$ cat src/design/sbh_pkg.sv
// Shared constants and helpers for the system bus handshake ends
package sbh_pkg;
   localparam int DATA_W = 32;
   localparam int ADDR_W = 28;
   localparam int NSRC = 5;
   localparam int CS_W = 8;
   localparam int CNT_W = 4;
   // Source index of interior cycle kinds, highest priority first
   localparam int SRC_BUS_HOLD = 4;
   localparam int SRC_REFRESH = 3;
   localparam int SRC_DMA = 2;
   localparam int SRC_OPERAND = 1;
   localparam int SRC_FETCH = 0;
   // Transfer type codes {hi, lo}
   localparam logic [1:0] TT_ADDR_ONLY = 2'h0;
   localparam logic [1:0] TT_RESERVED = 2'h1;
   localparam logic [1:0] TT_NONSEQ = 2'h2;
   localparam logic [1:0] TT_SEQ = 2'h3;
   // Response codes {wait, addr_hold, last}
   localparam logic [2:0] RESP_READY = 3'h0;
   localparam logic [2:0] RESP_LAST = 3'h1;
   localparam logic [2:0] RESP_WAIT = 3'h4;
   localparam logic [2:0] RESP_HOLD = 3'h6;
   // Chip select levels
   localparam logic [CS_W-1:0] CS_NONE = 8'hFF;
   localparam logic [CS_W-1:0] SLV_CS_MASK = 8'h3F;
   localparam int AREA_W = 3;

   // Ready only when all three response lines are low
   function automatic logic resp_is_ready(input logic [2:0] rsp);
      return rsp == RESP_READY;
   endfunction

   // A transfer ends on ready or on the last burst response
   function automatic logic resp_is_done(input logic [2:0] rsp);
      return (rsp == RESP_READY) || (rsp == RESP_LAST);
   endfunction

   function automatic logic resp_is_legal(input logic [2:0] rsp);
      return (rsp == RESP_READY) || (rsp == RESP_LAST) ||
             (rsp == RESP_WAIT) || (rsp == RESP_HOLD);
   endfunction

   // Active-low select of the data area named by the top address bits
   function automatic logic [CS_W-1:0] area_cs_n(
      input logic [ADDR_W-1:0] addr);
      return ~(8'h01 << addr[ADDR_W-1 -: AREA_W]);
   endfunction
endpackage

$ cat src/design/sbh_if.sv
// System bus wires between the owning master and the slave side
`timescale 1ns/10ps
interface sbh_if;
   import sbh_pkg::*;
   logic bus_clock;
   logic resp_wait_in;
   logic resp_addr_hold_in;
   logic resp_last_in;
   logic resp_wait_out;
   logic resp_addr_hold_out;
   logic resp_last_out;
   logic write_direction;
   logic read_path_ctrl;
   logic write_path_ctrl;
   logic [DATA_W-1:0] read_data_bus;
   logic [DATA_W-1:0] write_data_bus;
   logic access_request;
   logic access_grant;
   logic transfer_type_hi;
   logic transfer_type_lo;
   logic bus_lock;
   logic [CS_W-1:0] area_chip_select_n;
   logic periph_select_n;
   logic [ADDR_W-1:0] bus_addr;

   modport master (
      output bus_clock,
      input resp_wait_in,
      input resp_addr_hold_in,
      input resp_last_in,
      output resp_wait_out,
      output resp_addr_hold_out,
      output resp_last_out,
      output write_direction,
      output read_path_ctrl,
      output write_path_ctrl,
      input read_data_bus,
      output write_data_bus,
      input access_request,
      output access_grant,
      output transfer_type_hi,
      output transfer_type_lo,
      output bus_lock,
      output area_chip_select_n,
      output periph_select_n,
      output bus_addr
   );

   modport slave (
      input bus_clock,
      output resp_wait_in,
      output resp_addr_hold_in,
      output resp_last_in,
      input resp_wait_out,
      input resp_addr_hold_out,
      input resp_last_out,
      input write_direction,
      input read_path_ctrl,
      input write_path_ctrl,
      output read_data_bus,
      input write_data_bus,
      output access_request,
      input access_grant,
      input transfer_type_hi,
      input transfer_type_lo,
      input bus_lock,
      input area_chip_select_n,
      input periph_select_n,
      input bus_addr
   );
endinterface

$ cat src/design/sbh_master.sv
// Bus master end: bus clock, transfers, arbitration and bus handover
// Operation
// - Response lines read only in bus clock low phase
// - Response codes ready, last, wait, address hold
// - Slave keeps hold until wait line drops
// - Slave never returns from hold to wait
// - Write direction high throughout write access only
// - Read path control high during reads
// - Write path control high during writes
// - Read data presented after address, sampled falling
// - After hold, read data sampled next falling edge
// - Write data driven falling edge after address
// - Bus clock held low through reset
// - Priority hold, refresh, DMA, operand, fetch
// - Owner waits for ready or last before giving bus
// - Slave returns ready, or last if cfg_last, when transfer completes
// - Handover shows address-only, selects and lock negated
// - Grant returned with ready response to requester
// - Ready only when all three lines low
// - Type codes 00 address-only, 10, 11
// - Timer master above external above interior master
`timescale 1ns/10ps
module sbh_master (
   input wire logic ref_clk,
   input wire logic srst,
   input wire logic ce,
   sbh_if.master bus,
   input wire logic [sbh_pkg::NSRC-1:0] src_req,
   input wire logic [sbh_pkg::NSRC-1:0] src_write,
   input wire logic [sbh_pkg::NSRC-1:0] src_seq,
   input wire logic [sbh_pkg::NSRC-1:0] src_lock,
   input wire logic [sbh_pkg::NSRC-1:0] src_periph,
   input wire logic [sbh_pkg::NSRC-1:0][sbh_pkg::ADDR_W-1:0] src_addr,
   input wire logic [sbh_pkg::NSRC-1:0][sbh_pkg::DATA_W-1:0] src_wdata,
   output logic [sbh_pkg::NSRC-1:0] src_ack,
   output logic [sbh_pkg::DATA_W-1:0] rd_data,
   output logic rd_valid,
   output logic wr_done,
   output logic resp_reserved,
   input wire logic tic_req,
   output logic tic_grant
);
   import sbh_pkg::*;

   typedef enum logic [3:0] {
      MS_IDLE = 4'h1,
      MS_ADDR = 4'h2,
      MS_RESP = 4'h4,
      MS_GRANT = 4'h8
   } sbh_mst_state_type;

   typedef struct packed {
      sbh_mst_state_type st;
      logic bclk;
      logic [1:0] ttype;
      logic wr;
      logic rdp;
      logic wrp;
      logic lock;
      logic [CS_W-1:0] cs_n;
      logic ps_n;
      logic [ADDR_W-1:0] addr;
      logic [DATA_W-1:0] wbuf;
      logic [DATA_W-1:0] wdo;
      logic [DATA_W-1:0] rcap;
      logic [2:0] rsp_out;
      logic grant_ext;
      logic grant_tic;
      logic [NSRC-1:0] ack;
      logic [DATA_W-1:0] rdata;
      logic rvalid;
      logic wdone;
      logic rsv;
   } sbh_mst_type;

   sbh_mst_type mst_reg;
   sbh_mst_type mst_next;
   logic rise;
   logic fall;
   logic [2:0] rsp;
   logic any_req;
   logic [2:0] pidx;

   // Highest set request wins; top index is bus hold
   function automatic logic [2:0] prio_idx(input logic [NSRC-1:0] req);
      logic [2:0] idx;
      idx = 3'h0;
      for (int i = 0; i < NSRC; i++) begin
         if (req[i]) begin
            idx = 3'(i);
         end
      end
      return idx;
   endfunction

   // Low phase ends at the next edge, which is the bus clock rising edge
   assign rise = ~mst_reg.bclk;
   assign fall = mst_reg.bclk;
   assign rsp = {bus.resp_wait_in, bus.resp_addr_hold_in, bus.resp_last_in};
   assign any_req = src_req != '0;
   assign pidx = prio_idx(src_req);

   always_comb begin
      mst_next = mst_reg;
      mst_next.bclk = ~mst_reg.bclk;
      mst_next.ack = '0;
      mst_next.rvalid = 1'b0;
      mst_next.wdone = 1'b0;
      mst_next.rsv = 1'b0;
      unique case (mst_reg.st)
         MS_IDLE: begin
            if (rise) begin
               if (tic_req || bus.access_request) begin
                  // Bus is free here: the last transfer already saw ready or last
                  mst_next.st = MS_GRANT;
                  mst_next.grant_tic = tic_req;
                  mst_next.grant_ext = !tic_req;
                  mst_next.rsp_out = RESP_READY;
               end else if (any_req) begin
                  mst_next.st = MS_ADDR;
                  mst_next.ack[pidx] = 1'b1;
                  mst_next.addr = src_addr[pidx];
                  mst_next.wbuf = src_wdata[pidx];
                  mst_next.ttype = src_seq[pidx] ? TT_SEQ : TT_NONSEQ;
                  mst_next.wr = src_write[pidx];
                  mst_next.rdp = !src_write[pidx];
                  mst_next.wrp = src_write[pidx];
                  mst_next.lock = src_lock[pidx];
                  mst_next.ps_n = !src_periph[pidx];
                  mst_next.cs_n = src_periph[pidx] ? CS_NONE :
                     area_cs_n(src_addr[pidx]);
               end
            end
         end
         MS_ADDR: begin
            if (fall) begin
               mst_next.st = MS_RESP;
               if (mst_reg.wr) begin
                  mst_next.wdo = mst_reg.wbuf;
               end
            end
         end
         MS_RESP: begin
            if (fall) begin
               mst_next.rcap = bus.read_data_bus;
            end
            if (rise) begin
               if (!resp_is_legal(rsp)) begin
                  mst_next.rsv = 1'b1;
               end
               if (resp_is_done(rsp)) begin
                  mst_next.st = MS_IDLE;
                  mst_next.rdata = mst_reg.wr ? mst_reg.rdata : mst_reg.rcap;
                  mst_next.rvalid = !mst_reg.wr;
                  mst_next.wdone = mst_reg.wr;
                  mst_next.ttype = TT_ADDR_ONLY;
                  mst_next.wr = 1'b0;
                  mst_next.rdp = 1'b0;
                  mst_next.wrp = 1'b0;
                  mst_next.lock = 1'b0;
                  mst_next.cs_n = CS_NONE;
                  mst_next.ps_n = 1'b1;
               end
            end
         end
         MS_GRANT: begin
            // Interior master requests again as soon as the bus comes back
            if (rise) begin
               if ((mst_reg.grant_tic && !tic_req) ||
                   (mst_reg.grant_ext && !bus.access_request)) begin
                  mst_next.st = MS_IDLE;
                  mst_next.grant_tic = 1'b0;
                  mst_next.grant_ext = 1'b0;
                  mst_next.rsp_out = RESP_WAIT;
               end
            end
         end
      endcase
   end

   always_ff @(posedge ref_clk) begin
      if (srst) begin
         mst_reg <= '0;
         mst_reg.st <= MS_IDLE;
         mst_reg.ttype <= TT_ADDR_ONLY;
         mst_reg.cs_n <= CS_NONE;
         mst_reg.ps_n <= 1'b1;
         mst_reg.rsp_out <= RESP_WAIT;
      end else if (ce) begin
         mst_reg <= mst_next;
      end
   end

   assign bus.bus_clock = mst_reg.bclk;
   assign bus.resp_wait_out = mst_reg.rsp_out[2];
   assign bus.resp_addr_hold_out = mst_reg.rsp_out[1];
   assign bus.resp_last_out = mst_reg.rsp_out[0];
   assign bus.write_direction = mst_reg.wr;
   assign bus.read_path_ctrl = mst_reg.rdp;
   assign bus.write_path_ctrl = mst_reg.wrp;
   assign bus.write_data_bus = mst_reg.wdo;
   assign bus.access_grant = mst_reg.grant_ext;
   assign bus.transfer_type_hi = mst_reg.ttype[1];
   assign bus.transfer_type_lo = mst_reg.ttype[0];
   assign bus.bus_lock = mst_reg.lock;
   assign bus.area_chip_select_n = mst_reg.cs_n;
   assign bus.periph_select_n = mst_reg.ps_n;
   assign bus.bus_addr = mst_reg.addr;
   assign src_ack = mst_reg.ack;
   assign rd_data = mst_reg.rdata;
   assign rd_valid = mst_reg.rvalid;
   assign wr_done = mst_reg.wdone;
   assign resp_reserved = mst_reg.rsv;
   assign tic_grant = mst_reg.grant_tic;
endmodule

$ cat src/flat_wrapper.sv
// flat-port wrapper written by rule: the top's interface ports become plain ports
module sbh_master_flat import sbh_pkg::*;
  (ref_clk, srst, ce, src_req, src_write, src_seq, src_lock, src_periph, src_addr, src_wdata, src_ack, rd_data, rd_valid, wr_done, resp_reserved, tic_req, tic_grant, bus_bus_clock, bus_resp_wait_in, bus_resp_addr_hold_in, bus_resp_last_in, bus_resp_wait_out, bus_resp_addr_hold_out, bus_resp_last_out, bus_write_direction, bus_read_path_ctrl, bus_write_path_ctrl, bus_read_data_bus, bus_write_data_bus, bus_access_request, bus_access_grant, bus_transfer_type_hi, bus_transfer_type_lo, bus_bus_lock, bus_area_chip_select_n, bus_periph_select_n, bus_bus_addr);
  sbh_if bus_i ();
  input wire logic ref_clk;
  input wire logic srst;
  input wire logic ce;
  input wire logic [sbh_pkg::NSRC-1:0] src_req;
  input wire logic [sbh_pkg::NSRC-1:0] src_write;
  input wire logic [sbh_pkg::NSRC-1:0] src_seq;
  input wire logic [sbh_pkg::NSRC-1:0] src_lock;
  input wire logic [sbh_pkg::NSRC-1:0] src_periph;
  input wire logic [sbh_pkg::NSRC-1:0][sbh_pkg::ADDR_W-1:0] src_addr;
  input wire logic [sbh_pkg::NSRC-1:0][sbh_pkg::DATA_W-1:0] src_wdata;
  output logic [sbh_pkg::NSRC-1:0] src_ack;
  output logic [sbh_pkg::DATA_W-1:0] rd_data;
  output logic rd_valid;
  output logic wr_done;
  output logic resp_reserved;
  input wire logic tic_req;
  output logic tic_grant;
  output wire logic [$bits(bus_i.bus_clock)-1:0] bus_bus_clock;
  input wire logic [$bits(bus_i.resp_wait_in)-1:0] bus_resp_wait_in;
  input wire logic [$bits(bus_i.resp_addr_hold_in)-1:0] bus_resp_addr_hold_in;
  input wire logic [$bits(bus_i.resp_last_in)-1:0] bus_resp_last_in;
  output wire logic [$bits(bus_i.resp_wait_out)-1:0] bus_resp_wait_out;
  output wire logic [$bits(bus_i.resp_addr_hold_out)-1:0] bus_resp_addr_hold_out;
  output wire logic [$bits(bus_i.resp_last_out)-1:0] bus_resp_last_out;
  output wire logic [$bits(bus_i.write_direction)-1:0] bus_write_direction;
  output wire logic [$bits(bus_i.read_path_ctrl)-1:0] bus_read_path_ctrl;
  output wire logic [$bits(bus_i.write_path_ctrl)-1:0] bus_write_path_ctrl;
  input wire logic [$bits(bus_i.read_data_bus)-1:0] bus_read_data_bus;
  output wire logic [$bits(bus_i.write_data_bus)-1:0] bus_write_data_bus;
  input wire logic [$bits(bus_i.access_request)-1:0] bus_access_request;
  output wire logic [$bits(bus_i.access_grant)-1:0] bus_access_grant;
  output wire logic [$bits(bus_i.transfer_type_hi)-1:0] bus_transfer_type_hi;
  output wire logic [$bits(bus_i.transfer_type_lo)-1:0] bus_transfer_type_lo;
  output wire logic [$bits(bus_i.bus_lock)-1:0] bus_bus_lock;
  output wire logic [$bits(bus_i.area_chip_select_n)-1:0] bus_area_chip_select_n;
  output wire logic [$bits(bus_i.periph_select_n)-1:0] bus_periph_select_n;
  output wire logic [$bits(bus_i.bus_addr)-1:0] bus_bus_addr;
  assign bus_bus_clock = bus_i.bus_clock;
  assign bus_i.resp_wait_in = bus_resp_wait_in;
  assign bus_i.resp_addr_hold_in = bus_resp_addr_hold_in;
  assign bus_i.resp_last_in = bus_resp_last_in;
  assign bus_resp_wait_out = bus_i.resp_wait_out;
  assign bus_resp_addr_hold_out = bus_i.resp_addr_hold_out;
  assign bus_resp_last_out = bus_i.resp_last_out;
  assign bus_write_direction = bus_i.write_direction;
  assign bus_read_path_ctrl = bus_i.read_path_ctrl;
  assign bus_write_path_ctrl = bus_i.write_path_ctrl;
  assign bus_i.read_data_bus = bus_read_data_bus;
  assign bus_write_data_bus = bus_i.write_data_bus;
  assign bus_i.access_request = bus_access_request;
  assign bus_access_grant = bus_i.access_grant;
  assign bus_transfer_type_hi = bus_i.transfer_type_hi;
  assign bus_transfer_type_lo = bus_i.transfer_type_lo;
  assign bus_bus_lock = bus_i.bus_lock;
  assign bus_area_chip_select_n = bus_i.area_chip_select_n;
  assign bus_periph_select_n = bus_i.periph_select_n;
  assign bus_bus_addr = bus_i.bus_addr;
  sbh_master u_core (.ref_clk(ref_clk), .srst(srst), .ce(ce), .bus(bus_i), .src_req(src_req), .src_write(src_write), .src_seq(src_seq), .src_lock(src_lock), .src_periph(src_periph), .src_addr(src_addr), .src_wdata(src_wdata), .src_ack(src_ack), .rd_data(rd_data), .rd_valid(rd_valid), .wr_done(wr_done), .resp_reserved(resp_reserved), .tic_req(tic_req), .tic_grant(tic_grant));
endmodule
$ cat config.mk
export PLATFORM = sky130hd
export DESIGN_NAME = sbh_master_flat
export DESIGN_NICKNAME = d
export VERILOG_FILES = /design/src/design/sbh_pkg.sv /design/src/design/sbh_if.sv /design/src/design/sbh_master.sv /design/src/flat_wrapper.sv
export SDC_FILE = /design/constraint.sdc
export NUM_CORES = 1
export LEC_CHECK = 0
export BUFFER_PORTS_ARGS = -buffer_cell sky130_fd_sc_hd__buf_2
export CELL_PAD_IN_SITES_DETAIL_PLACEMENT = 0
export CELL_PAD_IN_SITES_GLOBAL_PLACEMENT = 1
export CORE_UTILIZATION = 30
export CTS_CLUSTER_DIAMETER = 100
export DETAILED_ROUTE_END_ITERATION = 10
export PLACE_DENSITY_LB_ADDON = 0.25
export SYNTH_ARGS = -nofsm -noshare
export SYNTH_HDL_FRONTEND = slang
export SYNTH_SLANG_ARGS = --single-unit
$ cat constraint.sdc
create_clock -name ref_clk -period 2 [get_ports ref_clk]
set_input_delay 0.1 -clock ref_clk [delete_from_list [all_inputs] [get_ports ref_clk]]
set_output_delay 0.1 -clock ref_clk [all_outputs]
set_load 0.01 [all_outputs]
==> run metrics <==
Avg WL per Cell approximately 19 um; initial antenna violation count 8; fraction of the mapped netlist area in simple logic gates 0.1396; largest net degree at the start of global routing 120; GR Overflow Total 0; Filler cells roughly 3,700; #FFs+latches synth around 190; WP data required 2.35 ns; status complete, no violations; Worst slew margin 0.4705; Synth Flop Type dfxtp_1; GRT Total Usage 0.2276; critical path arrival 2.34 ns; number of synthesized flops with an enable pin 0; total die area around 36,000 um^2; crit path max fanout 19; register area share after synthesis 0.3553; Comb pwr share 0.175; part of the power in registers 0.432; die width about 190 um; CTS clk-pin slew, worst paths 0.08 ns; Switch Pwr roughly 0.0026 W; post-route minimum period 1.997 ns; cell area after synthesis ~10,000 um^2; fin area about 14,000 um^2; largest family of logic cells by synthesized area compound AO/OA/AOI/OAI gates; max-cap violations 0; final antenna-violating net count 0; Switching Fraction 0.2952; syn_area_per_cell 7.605 um^2; Post-synth ARST share 0; vias per cell 4.976; Max Root-Sink Buffers 2; Root Driver clkbuf_16; Hold Crit Class input port to flop; LEAKAGE 6.120 nW; RSZ-0062 raised after global routing true; post-synth top area cell dfxtp_1; Post-Layout Cell Count around 2,200; Placed Instances roughly 2,100; Peak VDD IR between 0.5 and 0.6 mV; final count of hold timing violations 0; Worst-Margin Slew just under 0.8 ns; row count roughly 70; Synth Area in Compound Gates 0.2708; net count reported at finish ~2,100; first-pass GRT wire length 62,630 um; worst skew pair latency about 0.44 ns; number of global-route vias before repair ~11,000; final RePlAce weighted congestion between 0.9 and 1; XOR/XNOR Fraction of Synth Area 0.0008357; 1st-iter DRT viols 473; CTS tree done; layout cells sized above 1 0.3755; P&R area growth vs syn 32.53%; Cell variety after synth 55; mux share of post-synthesis cell area 0.06913; core area about 34,000 um^2; routed wire length ~41,000 um; cts bufs inserted 17; total iterations of the first detailed-routing run 5; dpl cell area roughly 13,000 um^2; post-synth top area share 0.3553; PortBufs between 400 and 500; H-tree Lvls 4; Slew Limit Fails 0; post-synthesis adder-cell area fraction 0; TritonCTS Sinks 186; total internal power 0.006200 W; Syn Inst Count ~1,400; clock power share 0.393; final setup vio count 0; Layout Skew ~0.013 ns; period utilization 0.9985; synth warn 0; Starting Density 0.3041; CP startpoint kind flop; max reg flops ~70; Synth area leaders dfxtp_1 (36%), a21oi_1 (11%), buf_4 (7.7%); Max Clk Rate roughly 0.5 GHz; kind of end point of the critical path flop; post-detail-place hpwl between 30,000 and 40,000 um; Chip Height around 190 um; Residual DRC 0; I/O pin count about 490; CP Class flop to flop; WHS roughly 0.023 ns; pwr dens ~630 nW/um^2; via count ~11,000
[power by group through the flow]
| stage | Sequential [W] | Combinational (W) | Clock (W) |
|---|---|---|---|
| after CTS | 0.00380 | 0.00154 | 0.00358 |
| after global routing | 0.00381 | 0.00168 | 0.00373 |
| after global placement | 0.00388 | 0.00145 | 0 |
| after detailed placement | 0.00388 | 0.00146 | 0 |
| after floorplan | 0.00388 | 0.000748 | 0 |
| final | 0.00380 | 0.00154 | 0.00346 |
[metal layers]
| layer | vias to the layer above | GRT usage | part of all wire | routed length [um] |
|---|---|---|---|---|
| met2 | 388 | 0.3989 | 0.50 | 20720 |
| met3 | 55 | 0.04819 | 0.057 | 2367 |
| met5 | - | 0 | 0.00084 | 35 |
| met1 | 5197 | 0.2748 | 0.42 | 17390 |
| met4 | 6 | 0.07599 | 0.023 | 973 |
| li1 | 5426 | - | - | - |
[critical path, stage by stage (launching register included)]
cell and delay (ns):
dfxtp_2 0.33, or4b_4 0.58, nor3_4 0.18, and2_4 0.23
bufbuf_16 0.32, nor2_1 0.06, a211oi_1 0.22
[synthesized netlist by cell type (all sizes together) (2+ instances only)]
cell and instances:
a2111oi 2, a211o 3, a211oi 5, a21oi 221
a221oi 56, a22oi 60, a2bb2oi 8, and2 2
buf 135, clkbuf 88, dfxtp 186, inv 116
mux2 59, mux2i 6, nand2 209, nand2b 9
nand3 3, nand4 3, nor2 77, nor2b 11
nor3 10, nor3b 2, nor4 3, nor4b 4
o211ai 56, o21ai 10, o22a 2, o22ai 4
o2bb2ai 2, o32ai 2, or2 3, or3 2
or4b 3
[layout by cell type (no fill, tap or decap), types with 17 or more instances in the layout]
| master | netlist | layout |
|---|---|---|
| buf_2 | 24 | 480 |
| a21oi_1 | 221 | 221 |
| nand2_1 | 209 | 208 |
| dfxtp_1 | 186 | 183 |
| inv_1 | 116 | 116 |
| nor2_1 | 77 | 72 |
| a22oi_1 | 60 | 60 |
| mux2_2 | 59 | 59 |
| a221oi_1 | 56 | 56 |
| o211ai_1 | 56 | 56 |
| buf_4 | 108 | 43 |
| dlygate4sd3_1 | 0 | 35 |
| clkbuf_16 | 0 | 17 |
[logic make-up (layout without fill, tap and decap cells)]
logic type             count (synthesis)  after routing
multiplexers                          65             65
other                                  1              9
buffers and inverters                340            724
AO/OA/AOI/OAI                        441            441
AND/OR/NAND/NOR                      344            344
flip-flops                           186            186
XOR/XNOR                               1              1
[path summary, 6_finish.rpt]
path / slack, ns / cells after the start / end / start
max: 0.003 / 6 / u_core.bus.bus_addr[26]$_SDFFE_PP0P_ / u_core.mst_reg[188]$_SDFFE_PP0P_
min: 0.02 / 4 / u_core.mst_reg[186]$_SDFFE_PP0P_ / bus_access_request
max reg2reg: 0.003 / 6 / u_core.bus.bus_addr[26]$_SDFFE_PP0P_ / u_core.mst_reg[188]$_SDFFE_PP0P_
min reg2reg: 0.45 / 2 / u_core.rd_data[2]$_SDFFE_PP0P_ / u_core.mst_reg[47]$_SDFFE_PP0P_
[cell type report]
cell class / count / area (um^2) / area share
clock inverters: 15 / 171.4 / 0.01234
inverters: 117 / 439.2 / 0.03162
well taps: 455 / 569.3 / 0.04099
multi-input cells: 853 / 5137 / 0.3699
flip-flops and latches: 186 / 3727 / 0.2684
diodes: 7 / 17.52 / 0.001261
clock buffers: 17 / 425.4 / 0.03063
repair buffers: 575 / 3402 / 0.2449
[what timing repair did]
item                                    in CTS  in global routing
hold buffers                                35                  0
hold endpoints to repair                    35                  0
endpoints found under the setup margin     102                131
pin swaps                                    3                 19
cloned                                       1                  0
buffers inserted                             2                  0
resized for setup                            6                 17
[metrics by stage]
| step | total power, W | setup slack [ns] | util | setup TNS [ns] |
|---|---|---|---|---|
| after detailed placement | 0.005343 | -0.1723 | 0.3714 | -5.085 |
| after CTS | 0.008917 | -0.01478 | 0.4009 | -0.04051 |
| after global routing | 0.009212 | -0.08548 | 0.4029 | -1.921 |
| after global placement | 0.005331 | -0.07006 | 0.3714 | -0.5604 |
| final | 0.008796 | 0.003057 | 0.4031 | 0 |
| after floorplan | 0.004627 | -0.01437 | - | -0.04460 |
Note: power is estimated with default switching activity, not from simulation.
